$ cat src/irq_flags_regs.svh
// Purpose: Register offsets, field positions and reset values of the interrupt flag block
// Assumes: 32-bit AXI4-Lite data, 8-bit byte address, one aligned word per register
// Notes:   Registers sit in the low half of the word, 16 bits wide except the 3-bit status and mask; upper half reads zero
`ifndef IRQ_FLAGS_REGS_SVH
`define IRQ_FLAGS_REGS_SVH

`define IFR_ADDR_W          8
`define IFR_CTRL_OFS        8'h00
`define IFR_FLAGS0_OFS      8'h04
`define IFR_FLAGS1_OFS      8'h08
`define IFR_FLAGS2_OFS      8'h0c
`define IFR_IRQ_STATUS_OFS  8'h10
`define IFR_IRQ_MASK_OFS    8'h14

`define IFR_CTRL_ALT_BIT    15
`define IFR_CTRL_DIS_BIT    14
`define IFR_CTRL_POL_MSB    4
`define IFR_EXT_COUNT       5

`define IFR_FLAGS0_IMPL     16'h7fff
`define IFR_FLAGS1_IMPL     16'hfffb
`define IFR_FLAGS2_IMPL     16'hdfff

`define IFR_EXT0_BIT        0
`define IFR_EXT1_BIT        4
`define IFR_EXT2_BIT        13

`define IFR_IRQ_W           3
`define IFR_REG16_RESET     16'h0000
`define IFR_POL_RESET       5'h00
`define IFR_IRQ_RESET       3'h0

`define IFR_RESP_OKAY       2'b00
`define IFR_RESP_SLVERR     2'b10

`endif

$ cat src/irq_flags_pkg.sv
// Purpose: Types shared by the interrupt flag block
// Assumes: Nothing beyond the register header
// Notes:   Bus state machines use Gray codes along the usual path
package irq_flags_pkg;

  typedef enum logic [2:0] {
    W_IDLE     = 3'b000,
    W_GOT_ADDR = 3'b001,
    W_EXEC     = 3'b011,
    W_RESP     = 3'b010,
    W_GOT_DATA = 3'b100
  } wr_state_t;

  typedef enum logic {
    R_IDLE = 1'b0,
    R_DATA = 1'b1
  } rd_state_t;

  typedef logic [15:0] reg16_t;

endpackage

$ cat src/edge_event_detect.sv
// Purpose: One external interrupt input turned into a one-cycle edge pulse
// Assumes: level_in is synchronous to aclk
// Notes:   No edge is reported in the first cycle after reset, before a sample exists
`timescale 1ns/10ps
module edge_event_detect (
  input  wire logic aclk,
  input  wire logic aresetn,
  input  wire logic level_in,
  input  wire logic falling_sel,
  output logic      edge_pulse
);

  logic prev_q;
  logic armed_q;
  logic hit;

  // Polarity is applied to stored and current samples, so changing it makes no false edge
  assign hit = armed_q & (falling_sel ? (prev_q & ~level_in) : (~prev_q & level_in));

  always_ff @(posedge aclk) begin
    if (!aresetn) begin
      prev_q     <= 1'b0;
      armed_q    <= 1'b0;
      edge_pulse <= 1'b0;
    end else begin
      prev_q     <= level_in;
      armed_q    <= 1'b1;
      edge_pulse <= hit;
    end
  end

endmodule

$ cat src/interrupt_flag_and_control_regs.sv
// Purpose: Interrupt control register and three pending-flag registers behind AXI4-Lite
// Assumes: Peripheral requests are one-cycle pulses synchronous to aclk
// Notes:   Flags also raise a summary interrupt through a sticky status and mask pair
// Notes on behaviour
// - Control bit 15 selects the alternate vector table when set.
// - Control bit 14 is read-only, high while interrupt disable is active.
// - Control bits 4..0 pick edge polarity: 1 falling, 0 rising.
// - Control bits 13..5 read zero and ignore writes.
// - All implemented bits reset to zero.
// - Flag bits read 1 after a request, and are software readable and writable.
// - Flags 0 bit 15 reads zero; bits 14..8 map DMA1 to timer 3.
// - Flags 0 bits 7..0 map timer 2 down to external interrupt 0.
// - Flags 1 bits 15..8 map UART2 transmit down to DMA channel 2.
// - Flags 1 bits 7..3 capture/converter/ext1/change; bit 2 zero; bits 1..0 I2C1.
// - Flags 2 bits 15,14 timer 6, DMA4; bit 13 zero; 12..8 compares, capture 6.
// - Flags 2 bits 7..3 map captures 5..3, DMA3 and CAN1 event.
// - Flags 2 bits 2..0 map CAN1 receive, SPI2 event and SPI2 error.
`timescale 1ns/10ps
`include "irq_flags_regs.svh"
module interrupt_flag_and_control_regs
  import irq_flags_pkg::*;
(
  input  wire logic                        aclk,
  input  wire logic                        aresetn,
  input  wire logic [`IFR_ADDR_W-1:0]      s_axi_awaddr,
  input  wire logic [2:0]                  s_axi_awprot,
  input  wire logic                        s_axi_awvalid,
  output logic                             s_axi_awready,
  input  wire logic [31:0]                 s_axi_wdata,
  input  wire logic [3:0]                  s_axi_wstrb,
  input  wire logic                        s_axi_wvalid,
  output logic                             s_axi_wready,
  output logic [1:0]                       s_axi_bresp,
  output logic                             s_axi_bvalid,
  input  wire logic                        s_axi_bready,
  input  wire logic [`IFR_ADDR_W-1:0]      s_axi_araddr,
  input  wire logic [2:0]                  s_axi_arprot,
  input  wire logic                        s_axi_arvalid,
  output logic                             s_axi_arready,
  output logic [31:0]                      s_axi_rdata,
  output logic [1:0]                       s_axi_rresp,
  output logic                             s_axi_rvalid,
  input  wire logic                        s_axi_rready,
  input  wire logic [15:0]                 src_req0,
  input  wire logic [15:0]                 src_req1,
  input  wire logic [15:0]                 src_req2,
  input  wire logic [`IFR_EXT_COUNT-1:0]   ext_int_in,
  input  wire logic                        irq_disable_in,
  output logic [`IFR_EXT_COUNT-1:0]        ext_edge_event,
  output logic                             alt_vector_select,
  output logic [15:0]                      flags0,
  output logic [15:0]                      flags1,
  output logic [15:0]                      flags2,
  output logic                             irq
);

  // Write channel state
  wr_state_t                   wr_state_q;
  wr_state_t                   wr_state_d;
  logic [`IFR_ADDR_W-1:0]      awaddr_q;
  logic [31:0]                 wdata_q;
  logic [3:0]                  wstrb_q;
  logic                        aw_fire;
  logic                        w_fire;
  logic                        b_fire;

  // Read channel state
  rd_state_t                   rd_state_q;
  rd_state_t                   rd_state_d;
  logic                        ar_fire;
  logic                        r_fire;
  logic [31:0]                 rd_word;
  logic                        rd_err;

  // Register contents
  logic                        irq_disable_active_q;
  logic [`IFR_EXT_COUNT-1:0]   edge_polarity_q;
  reg16_t                      flags0_q;
  reg16_t                      flags1_q;
  reg16_t                      flags2_q;
  logic [`IFR_IRQ_W-1:0]       irq_status_q;
  logic [`IFR_IRQ_W-1:0]       irq_mask_q;

  // Write decode
  logic [`IFR_ADDR_W-1:0]      wr_addr;
  logic                        wr_exec;
  logic                        hit_ctrl;
  logic                        hit_flags0;
  logic                        hit_flags1;
  logic                        hit_flags2;
  logic                        hit_status;
  logic                        hit_mask;
  logic                        wr_err;
  reg16_t                      wr_half;

  // Hardware set vectors
  reg16_t                      set0;
  reg16_t                      set1;
  reg16_t                      set2;
  logic [`IFR_IRQ_W-1:0]       irq_event;
  logic [`IFR_IRQ_W-1:0]       irq_clear;

  function automatic reg16_t merge_lanes(
    input reg16_t     cur,
    input logic [15:0] wd,
    input logic [1:0]  strb
  );
    reg16_t res;
    res = cur;
    if (strb[0]) begin
      res[7:0] = wd[7:0];
    end
    if (strb[1]) begin
      res[15:8] = wd[15:8];
    end
    return res;
  endfunction

  function automatic reg16_t flag_next(
    input reg16_t      cur,
    input reg16_t      set,
    input reg16_t      impl,
    input logic        hit,
    input logic [15:0] wd,
    input logic [1:0]  strb
  );
    reg16_t base;
    base = cur;
    if (hit) begin
      base = merge_lanes(cur, wd, strb);
    end
    return (base | set) & impl;
  endfunction

  // External edge detectors, one per input
  genvar gi;
  generate
    for (gi = 0; gi < `IFR_EXT_COUNT; gi++) begin : g_ext
      edge_event_detect u_edge (
        .aclk        (aclk),
        .aresetn     (aresetn),
        .level_in    (ext_int_in[gi]),
        .falling_sel (edge_polarity_q[gi]),
        .edge_pulse  (ext_edge_event[gi])
      );
    end
  endgenerate

  // Route source pulses and external edges 0..2 onto the documented flag positions; edges 3 and 4 set no flag
  always_comb begin
    set0                = src_req0 & `IFR_FLAGS0_IMPL;
    set0[`IFR_EXT0_BIT] = ext_edge_event[0];
    set1                = src_req1 & `IFR_FLAGS1_IMPL;
    set1[`IFR_EXT1_BIT] = ext_edge_event[1];
    set1[`IFR_EXT2_BIT] = ext_edge_event[2];
    set2                = src_req2 & `IFR_FLAGS2_IMPL;
  end

  // AXI handshakes
  assign aw_fire = s_axi_awvalid & s_axi_awready;
  assign w_fire  = s_axi_wvalid & s_axi_wready;
  assign b_fire  = s_axi_bvalid & s_axi_bready;
  assign ar_fire = s_axi_arvalid & s_axi_arready;
  assign r_fire  = s_axi_rvalid & s_axi_rready;

  always_comb begin
    wr_state_d = wr_state_q;
    case (wr_state_q)
      W_IDLE: begin
        if (aw_fire && w_fire) begin
          wr_state_d = W_EXEC;
        end else if (aw_fire) begin
          wr_state_d = W_GOT_ADDR;
        end else if (w_fire) begin
          wr_state_d = W_GOT_DATA;
        end
      end
      W_GOT_ADDR: begin
        if (w_fire) begin
          wr_state_d = W_EXEC;
        end
      end
      W_GOT_DATA: begin
        if (aw_fire) begin
          wr_state_d = W_EXEC;
        end
      end
      W_EXEC: begin
        wr_state_d = W_RESP;
      end
      W_RESP: begin
        if (b_fire) begin
          wr_state_d = W_IDLE;
        end
      end
      default: begin
        wr_state_d = W_IDLE;
      end
    endcase
  end

  always_ff @(posedge aclk) begin
    if (!aresetn) begin
      wr_state_q    <= W_IDLE;
      s_axi_awready <= 1'b0;
      s_axi_wready  <= 1'b0;
    end else begin
      wr_state_q    <= wr_state_d;
      s_axi_awready <= (wr_state_d == W_IDLE) || (wr_state_d == W_GOT_DATA);
      s_axi_wready  <= (wr_state_d == W_IDLE) || (wr_state_d == W_GOT_ADDR);
    end
  end

  always_ff @(posedge aclk) begin
    if (!aresetn) begin
      awaddr_q <= '0;
      wdata_q  <= '0;
      wstrb_q  <= '0;
    end else begin
      if (aw_fire) begin
        awaddr_q <= s_axi_awaddr;
      end
      if (w_fire) begin
        wdata_q <= s_axi_wdata;
        wstrb_q <= s_axi_wstrb;
      end
    end
  end

  // Write decode on the captured word address
  assign wr_exec    = (wr_state_q == W_EXEC);
  assign wr_addr    = {awaddr_q[`IFR_ADDR_W-1:2], 2'b00};
  assign wr_half    = wdata_q[15:0];
  assign hit_ctrl   = wr_exec && (wr_addr == `IFR_CTRL_OFS);
  assign hit_flags0 = wr_exec && (wr_addr == `IFR_FLAGS0_OFS);
  assign hit_flags1 = wr_exec && (wr_addr == `IFR_FLAGS1_OFS);
  assign hit_flags2 = wr_exec && (wr_addr == `IFR_FLAGS2_OFS);
  assign hit_status = wr_exec && (wr_addr == `IFR_IRQ_STATUS_OFS);
  assign hit_mask   = wr_exec && (wr_addr == `IFR_IRQ_MASK_OFS);
  assign wr_err     = wr_exec && !(hit_ctrl || hit_flags0 || hit_flags1 || hit_flags2
                                   || hit_status || hit_mask);

  always_ff @(posedge aclk) begin
    if (!aresetn) begin
      s_axi_bvalid <= 1'b0;
      s_axi_bresp  <= `IFR_RESP_OKAY;
    end else if (wr_exec) begin
      s_axi_bvalid <= 1'b1;
      s_axi_bresp  <= wr_err ? `IFR_RESP_SLVERR : `IFR_RESP_OKAY;
    end else if (b_fire) begin
      s_axi_bvalid <= 1'b0;
    end
  end

  // Control register; bits 13..5 have no storage
  always_ff @(posedge aclk) begin
    if (!aresetn) begin
      alt_vector_select <= 1'b0;
      edge_polarity_q   <= `IFR_POL_RESET;
    end else if (hit_ctrl) begin
      if (wstrb_q[1]) begin
        alt_vector_select <= wdata_q[`IFR_CTRL_ALT_BIT];
      end
      if (wstrb_q[0]) begin
        edge_polarity_q <= wdata_q[`IFR_CTRL_POL_MSB:0];
      end
    end
  end

  // Interrupt disable status follows the core, software cannot write it
  always_ff @(posedge aclk) begin
    if (!aresetn) begin
      irq_disable_active_q <= 1'b0;
    end else begin
      irq_disable_active_q <= irq_disable_in;
    end
  end

  // Pending flags
  always_ff @(posedge aclk) begin
    if (!aresetn) begin
      flags0_q <= `IFR_REG16_RESET;
      flags1_q <= `IFR_REG16_RESET;
      flags2_q <= `IFR_REG16_RESET;
    end else begin
      flags0_q <= flag_next(flags0_q, set0, `IFR_FLAGS0_IMPL, hit_flags0, wr_half,
                            wstrb_q[1:0]);
      flags1_q <= flag_next(flags1_q, set1, `IFR_FLAGS1_IMPL, hit_flags1, wr_half,
                            wstrb_q[1:0]);
      flags2_q <= flag_next(flags2_q, set2, `IFR_FLAGS2_IMPL, hit_flags2, wr_half,
                            wstrb_q[1:0]);
    end
  end

  assign flags0 = flags0_q;
  assign flags1 = flags1_q;
  assign flags2 = flags2_q;

  // Summary interrupt: a status bit per flag register records a newly raised flag
  assign irq_event = {|(set2 & ~flags2_q), |(set1 & ~flags1_q), |(set0 & ~flags0_q)};
  assign irq_clear = (hit_status && wstrb_q[0]) ? wdata_q[`IFR_IRQ_W-1:0] : `IFR_IRQ_RESET;

  always_ff @(posedge aclk) begin
    if (!aresetn) begin
      irq_status_q <= `IFR_IRQ_RESET;
    end else begin
      // A new event wins over a write-one clear in the same cycle
      irq_status_q <= (irq_status_q & ~irq_clear) | irq_event;
    end
  end

  always_ff @(posedge aclk) begin
    if (!aresetn) begin
      irq_mask_q <= `IFR_IRQ_RESET;
    end else if (hit_mask && wstrb_q[0]) begin
      irq_mask_q <= wdata_q[`IFR_IRQ_W-1:0];
    end
  end

  always_ff @(posedge aclk) begin
    if (!aresetn) begin
      irq <= 1'b0;
    end else begin
      irq <= |(irq_status_q & irq_mask_q);
    end
  end

  // Read data mux; reads have no side effects
  always_comb begin
    rd_word = 32'h0000_0000;
    rd_err  = 1'b0;
    case ({s_axi_araddr[`IFR_ADDR_W-1:2], 2'b00})
      `IFR_CTRL_OFS: begin
        rd_word[`IFR_CTRL_ALT_BIT]     = alt_vector_select;
        rd_word[`IFR_CTRL_DIS_BIT]     = irq_disable_active_q;
        rd_word[`IFR_CTRL_POL_MSB:0]   = edge_polarity_q;
      end
      `IFR_FLAGS0_OFS: begin
        rd_word[15:0] = flags0_q;
      end
      `IFR_FLAGS1_OFS: begin
        rd_word[15:0] = flags1_q;
      end
      `IFR_FLAGS2_OFS: begin
        rd_word[15:0] = flags2_q;
      end
      `IFR_IRQ_STATUS_OFS: begin
        rd_word[`IFR_IRQ_W-1:0] = irq_status_q;
      end
      `IFR_IRQ_MASK_OFS: begin
        rd_word[`IFR_IRQ_W-1:0] = irq_mask_q;
      end
      default: begin
        rd_err = 1'b1;
      end
    endcase
  end

  always_comb begin
    rd_state_d = rd_state_q;
    case (rd_state_q)
      R_IDLE: begin
        if (ar_fire) begin
          rd_state_d = R_DATA;
        end
      end
      R_DATA: begin
        if (r_fire) begin
          rd_state_d = R_IDLE;
        end
      end
      default: begin
        rd_state_d = R_IDLE;
      end
    endcase
  end

  always_ff @(posedge aclk) begin
    if (!aresetn) begin
      rd_state_q    <= R_IDLE;
      s_axi_arready <= 1'b0;
      s_axi_rvalid  <= 1'b0;
      s_axi_rdata   <= 32'h0000_0000;
      s_axi_rresp   <= `IFR_RESP_OKAY;
    end else begin
      rd_state_q    <= rd_state_d;
      s_axi_arready <= (rd_state_d == R_IDLE);
      if (ar_fire) begin
        s_axi_rvalid <= 1'b1;
        s_axi_rdata  <= rd_word;
        s_axi_rresp  <= rd_err ? `IFR_RESP_SLVERR : `IFR_RESP_OKAY;
      end else if (r_fire) begin
        s_axi_rvalid <= 1'b0;
      end
    end
  end

endmodule

$ cat config.mk
export PLATFORM = sky130hd
export DESIGN_NAME = interrupt_flag_and_control_regs
export DESIGN_NICKNAME = d
export VERILOG_FILES = /design/src/irq_flags_pkg.sv /design/src/edge_event_detect.sv /design/src/interrupt_flag_and_control_regs.sv
export VERILOG_INCLUDE_DIRS = /design/src
export SDC_FILE = /design/constraint.sdc
export NUM_CORES = 1
export LEC_CHECK = 0
export BUFFER_PORTS_ARGS = -buffer_cell sky130_fd_sc_hd__buf_2
export CAP_MARGIN = 20
export CORE_AREA = 3 3 122 124
export DETAILED_ROUTE_END_ITERATION = 10
export DIE_AREA = 0 0 125 127
export PLACE_DENSITY = 0.8
export SYNTH_ARGS = -nofsm -noshare
export SYNTH_HDL_FRONTEND = slang
export SYNTH_SLANG_ARGS = --single-unit
$ cat constraint.sdc
create_clock -name aclk -period 1.4 [get_ports aclk]
set_input_delay 0.07 -clock aclk [delete_from_list [all_inputs] [get_ports aclk]]
set_output_delay 0.07 -clock aclk [all_outputs]
set_load 0.005 [all_outputs]
==> reports/qor.csv, run 1 <==
metric,value,unit
clock_tree_from_tritoncts,done,
placeableCoreArea,0.0139,mm2
synth_cell_types,47,
first_iter_violations,579,
grt_start_max_net_pins,41,
wl,19.8,mm
outcome,"complete, but fails checks",
report.final.setup_viol,56,
maxClockFrequency,587,MHz
synth.area.top_cells,"sky130_fd_sc_hd__dfxtp_1, sky130_fd_sc_hd__o311a_1, sky130_fd_sc_hd__or3_1, sky130_fd_sc_hd__nand2_1, sky130_fd_sc_hd__a21boi_0",
period_needed,1.70,ns
antenna_violations_before_repair,0,
worstSetupStartpoint,awaddr_q[5],
crit-reg2reg-launch,awaddr_q[5],
route.detailed.vias_per_inst,5.41,
synth-seq-cells,121,
power_per_cell_area,1140,mW/mm2
globalRouteOverflowTotal,0,
h-tree-depth,4,
yosysMostFrequentCell,sky130_fd_sc_hd__dfxtp_1,
ir_worst_vdd,767,uV
finalSetupTns,-13.84,ns
drc,0,
max-clock-path-buffers,2,
timing.critical_path.from_type,flip-flop,
num_vias,5992,
die-height,127,um
firstDrtPassIters,7,
syn_area,0.00552,mm2
worst_setup_path_end_kind,flip-flop,
leakagePower,0.00382,uW
synthesis.area_per_instance,9.12,um2
worstSetupEndpoint,flags2[3],
r2r-end,flags2[3],
netlist.top_cell.by_area,sky130_fd_sc_hd__dfxtp_1,
post_route_cells_drive_above_1_share,32.3,%
ys_top_cells_by_count,"sky130_fd_sc_hd__dfxtp_1, sky130_fd_sc_hd__nand2_1, sky130_fd_sc_hd__o311a_1, sky130_fd_sc_hd__or3_1, sky130_fd_sc_hd__inv_1",
violations,negative setup slack,
numPortBuffers,159,
clkSinkCount,121,
worst-r2r-setup-slack,-0.30,ns
skew,0.00968,ns
clock-root-buffer,sky130_fd_sc_hd__clkbuf_16,
seq_area_frac_synth,43.9,%
dpl_worst_slack,-0.322,ns
cap_viol_max_count,0,
ioPinCount,215,
synth_ff_type,sky130_fd_sc_hd__dfxtp_1,
worst-r2r-cell-count,6,
grt_setup_unrepaired,true,
x_dimension_of_the_die,125,um
post_dp_cell_area,0.00694,mm2
required,1.70,ns
synth_top_cell_area_share,43.9,%
fill_cells,1162,
holdWs,0.0182,ns
synth_async_sr_flop_share,0,%
flow.area_growth_from_synthesis,52.3,%
cp_data_arrival_time,2.00,ns
die_area,0.0159,mm2
placementRows,43,
clkLatencyLatePin,0.42,ns
yosysWarningCount,0,
hold_path_class,in2reg,
worst_slew_pin_slew,0.544,ns
timing.max_slew.rel_slack,63.7,%
postSynthCellCount,606,
detailedPlacementHpwl,14.3,mm
initial_utilization,39.8,%
first_global_vias,5869,
antenna_cells,0,
gp_congestion,0.854,
worst_slack,-0.303,ns
stdcell_area,0.00841,mm2
final_antenna_net_count,0,
cts.reportedPaths.clkPinSlew,0.06,ns
numCtsBuffers,17,
routed_wire_length_per_instance,17.9,um
grt_pass1_wl,30.8,mm
final_report_hold_violation_count,0,
layout_worst_path_cycle_share,122,%
total_count_of_max_transition_violations_in_the_final_report,0,
layout.nets,1033,
area_of_the_multi_input_gates,0.00277,mm2
synth_enable_flop_cells,0,
cp_max_fo,8,
kind_of_critical_path,reg2reg,
global_route.usage.total,24.4,%
ff_latch_area,0.00243,mm2
final cells by class:
class	count	area share (%)
clock buffers	25	5.89
multi-input cells	412	32.9
repair buffers	322	26.7
clock inverters	7	1.07
well taps	180	2.68
inverters	40	1.78
flip-flops and latches	121	28.9
sequential cells by signal (all words and copies together), names as in the netlist, 2 cells and up:
register                 flops
flags2                      15
flags1                      15
flags0                      15
edge_polarity_q              5
irq_status_q                 3
wr_state_q                   3
wstrb_q                      2
s_axi_rdata                 16
irq_mask_q                   3
wdata_q                     16
g_ext.u_edge.edge_pulse      5
g_ext.u_edge.prev_q          5
awaddr_q                     6
repair_timing:
action	CTS	global route
hold buffers	78	0
setup buffers	2	4
pin swaps	4	9
hold endpoints to repair	80	0
gates resized for setup	9	11
endpoints found under the setup margin	58	64
cell families after synthesis:
kind of cell / Yosys count / synth area share (%)
other cells: 1 / 0.0679
simple gates: 219 / 21.3
flops: 121 / 43.9
mux: 28 / 6.27
buf+inv: 93 / 8.13
compound gates: 144 / 20.4
power by group:
part / switching (uW) / internal (uW) / total [uW] / leakage, uW
Combinational: 640 / 757 / 1400 / 0.00253
Sequential: 190 / 3650 / 3840 / 0.00100
Clock: 1540 / 2800 / 4330 / 0.000283
Total: 2370 / 7200 / 9570 / 0.00382
worst min-delay path by stage:
stage / start / to / cells after the start
6_report: s_axi_awvalid / awaddr_q[7] / 3
3_5_place_dp: irq_disable_in / irq_disable_active_q / 2
4_1_cts: s_axi_awvalid / awaddr_q[7] / 3
3_3_place_gp: irq_disable_in / irq_disable_active_q / 2
2_1_floorplan: aresetn / g_ext[2].u_edge.armed_q / 0
5_1_grt: aresetn / wdata_q[2] / 2
worst max-delay path, cell delays in order, from the launching register on:
cell                       delay (ns)
sky130_fd_sc_hd__dfxtp_2         0.35
sky130_fd_sc_hd__nor4b_4         0.34
sky130_fd_sc_hd__buf_4           0.18
sky130_fd_sc_hd__nand4b_1        0.10
sky130_fd_sc_hd__buf_6           0.16
sky130_fd_sc_hd__or3_1           0.32
sky130_fd_sc_hd__o311a_1         0.13
per-layer routing:
metal	GRT usage [%]	wire length, um
met1	30.8	8120
met2	39.5	9320
met3	6.69	1790
met4	10.0	602
met5	0	0
metrics by stage:
step | std cells | power [uW] | utilization (%)
2_1_floorplan | 626 | 4440 | -
3_3_place_gp | 991 | 5010 | 50.0
3_5_place_dp | 991 | 5030 | 50.0
4_1_cts | 1103 | 9530 | 60.2
5_1_grt | 1107 | 9920 | 60.6
6_report | 1107 | 9570 | 60.6
cell usage in the layout (no fill, tap or decap), drive strengths merged, types with 20 or more instances in the layout:
cell type	instances
inv	40
dlygate4sd3	78
a21boi	28
conb	21
o311a	46
nor2b	21
or3	46
nor2	36
buf	244
dfxtp	121
clkbuf	25
nand2	66
mux2i	20
Note: power is estimated with default switching activity, not from simulation.
==> inputs of run 2 (changes only) <==
--- a/config.mk
+++ b/config.mk
@@ -11,7 +11,7 @@
 export CORE_AREA = 3 3 122 124
 export DETAILED_ROUTE_END_ITERATION = 10
 export DIE_AREA = 0 0 125 127
-export PLACE_DENSITY = 0.8
+export PLACE_DENSITY_LB_ADDON = 0.3
 export SYNTH_ARGS = -nofsm -noshare
 export SYNTH_HDL_FRONTEND = slang
 export SYNTH_SLANG_ARGS = --single-unit
==> run 2 against run 1 <==
The run still ends with negative setup slack left; die area did not move; maximum frequency shrank 0.22%; sequential share of layout area about the same; clock power up 3%; critical endpoint is now flags1[7]; final cell count shrank 0.45%; register-to-register slack about the same; clock-buffer cell count shrank 2; hold slack better by 0.013 ns; sequential power about the same; critical path depth is the same; routed wire length is 0.18% higher; utilization increased by 0.072 points.
==> reports/qor.csv, run 2 (synthesis gave the netlist of run 1 again) <==
metric,value,unit
outcome,"complete, but fails checks",
violations,negative setup slack,
max-clock-path-buffers,2,
combinational_share_of_power,14.5,%
met2_wirelength,9.69,mm
timing.max_slew.rel_slack,63.1,%
post_route_cells_drive_above_1_share,32.1,%
hold_path_class,in2reg,
timing.critical_path.from_type,flip-flop,
layout_top_registers,"s_axi_rdata (16), wdata_q (16)",
period_needed,1.71,ns
antenna_violations_before_repair,0,
most_common_library_cell_in_the_layout_ignoring_fill_and_taps,sky130_fd_sc_hd__buf_2,
cap_viol_max_count,0,
kind_of_critical_path,reg2reg,
die-height,127,um
area_of_the_multi_input_gates,0.00278,mm2
fill_cells,1179,
power_per_cell_area,1150,mW/mm2
total_switching_power,2340,uW
report.final.setup_viol,56,
grt_setup_unrepaired,true,
cp_cell_sequence,nor4_4 -> buf_4 -> nand4b_1 -> buf_6 -> or3_1 -> o311a_1,
globalRouteOverflowTotal,0,
drc,0,
gp_congestion,0.879,
final_antenna_net_count,0,
critical-path-max-stage-delay,0.37,ns
layout_worst_path_cycle_share,122,%
finish.utilization,60.7,%
skew,0.00837,ns
layout.cells.most_common_list,"sky130_fd_sc_hd__buf_2, sky130_fd_sc_hd__dfxtp_1, sky130_fd_sc_hd__dlygate4sd3_1, sky130_fd_sc_hd__buf_4, sky130_fd_sc_hd__nand2_1",
clkLatencyLatePin,0.41,ns
ff_latch_area,0.00243,mm2
routed_wire_length_per_instance,18.0,um
first_iter_violations,491,
clock-root-buffer,sky130_fd_sc_hd__clkbuf_16,
critPathTopFamily,simple AND/OR/NAND/NOR gates,
worst_slack,-0.307,ns
initial_utilization,39.8,%
wirelength_met1,8.15,mm
leakagePower,0.00381,uW
cp_max_fo,7,
global_route.usage.total,24.5,%
clkPwrFrac,46.1,%
first_global_vias,5807,
layout.nets,1029,
holdWs,0.0311,ns
firstDrtPassIters,5,
cellInternalPower,7370,uW
required,1.70,ns
flow.area_growth_from_synthesis,52.5,%
clock_tree_from_tritoncts,done,
crit_path_top_delay_cell,sky130_fd_sc_hd__nor4_4,
clkSinkCount,121,
cp_data_arrival_time,2.01,ns
x_dimension_of_the_die,125,um
routed-wl-met3,1.44,mm
placeableCoreArea,0.0139,mm2
antenna_cells,0,
routed.top_layer,met4,
worst_slew_pin_slew,0.553,ns
numPortBuffers,159,
worst_setup_path_end_kind,flip-flop,
num_vias,5885,
flop_pwr_share,39.4,%
cts.reportedPaths.clkPinSlew,0.06,ns
whs_path_depth,2,
critPathBufInv,2,
final_report_hold_violation_count,0,
total_count_of_max_transition_violations_in_the_final_report,0,
worst-r2r-cell-count,6,
placementRows,43,
maxClockFrequency,586,MHz
grt_pass1_wl,30.6,mm
ioPinCount,215,
wl,19.9,mm
numCtsBuffers,17,
route.detailed.vias_per_inst,5.34,
swShare,24.1,%
crit_cells,6,
die_area,0.0159,mm2
grt_start_max_net_pins,49,
ir_worst_vdd,869,uV
detailedPlacementHpwl,14.5,mm
h-tree-depth,4,
==> run 2: cell type report <==
| cell class | count | share of cell area [%] |
|---|---|---|
| tap | 180 | 2.67 |
| multi-input combinational | 412 | 33.0 |
| clock buffer | 23 | 5.79 |
| inverter | 40 | 1.78 |
| clock inverter | 8 | 1.40 |
| sequential | 121 | 28.9 |
| timing repair buffer | 318 | 26.5 |
==> run 2: timing repair <==
item                                    CTS  global route
endpoints found under the setup margin   54            64
resized for setup                        12            14
pin swaps                                 2             9
setup buffers                             3             0
hold endpoints to repair                 79             0
hold buffers                             77             0
==> run 2: per-layer routing <==
metal	global-route usage, %	vias to the layer above
met5	0	-
li1	-	2767
met4	9.95	0
met3	4.77	45
met2	42.7	282
met1	29.8	2791
==> run 2: path summary, 6_finish.rpt <==
kind / from / slack [ns] / end
max: awaddr_q[5] / -0.31 / flags1[7]
min: aresetn / 0.03 / flags2[4]
max reg2reg: awaddr_q[5] / -0.31 / flags1[7]
min reg2reg: s_axi_rdata[10] / 0.45 / s_axi_rdata[10]
==> run 2: power groups by stage <==
stage / registers [uW] / clock network [uW] / logic, uW
6_report: 3820 / 4480 / 1410
5_1_grt: 3840 / 4670 / 1530
4_1_cts: 3810 / 4540 / 1370
3_5_place_dp: 3890 / 0 / 1180
3_3_place_gp: 3880 / 0 / 1150
2_1_floorplan: 3870 / 0 / 570
==> run 2: stage by stage <==
step	cell area [um2]	total power (uW)	TNS (ns)	worst slack (ns)	cells
after floorplan	5620	4440	-3.73	-0.110	626
after global placement	6940	5030	-9.02	-0.225	991
after detailed placement	6940	5070	-11.18	-0.322	991
after CTS	8370	9730	-12.04	-0.297	1102
after global routing	8420	10000	-17.28	-0.382	1102
final	8420	9710	-12.89	-0.307	1102
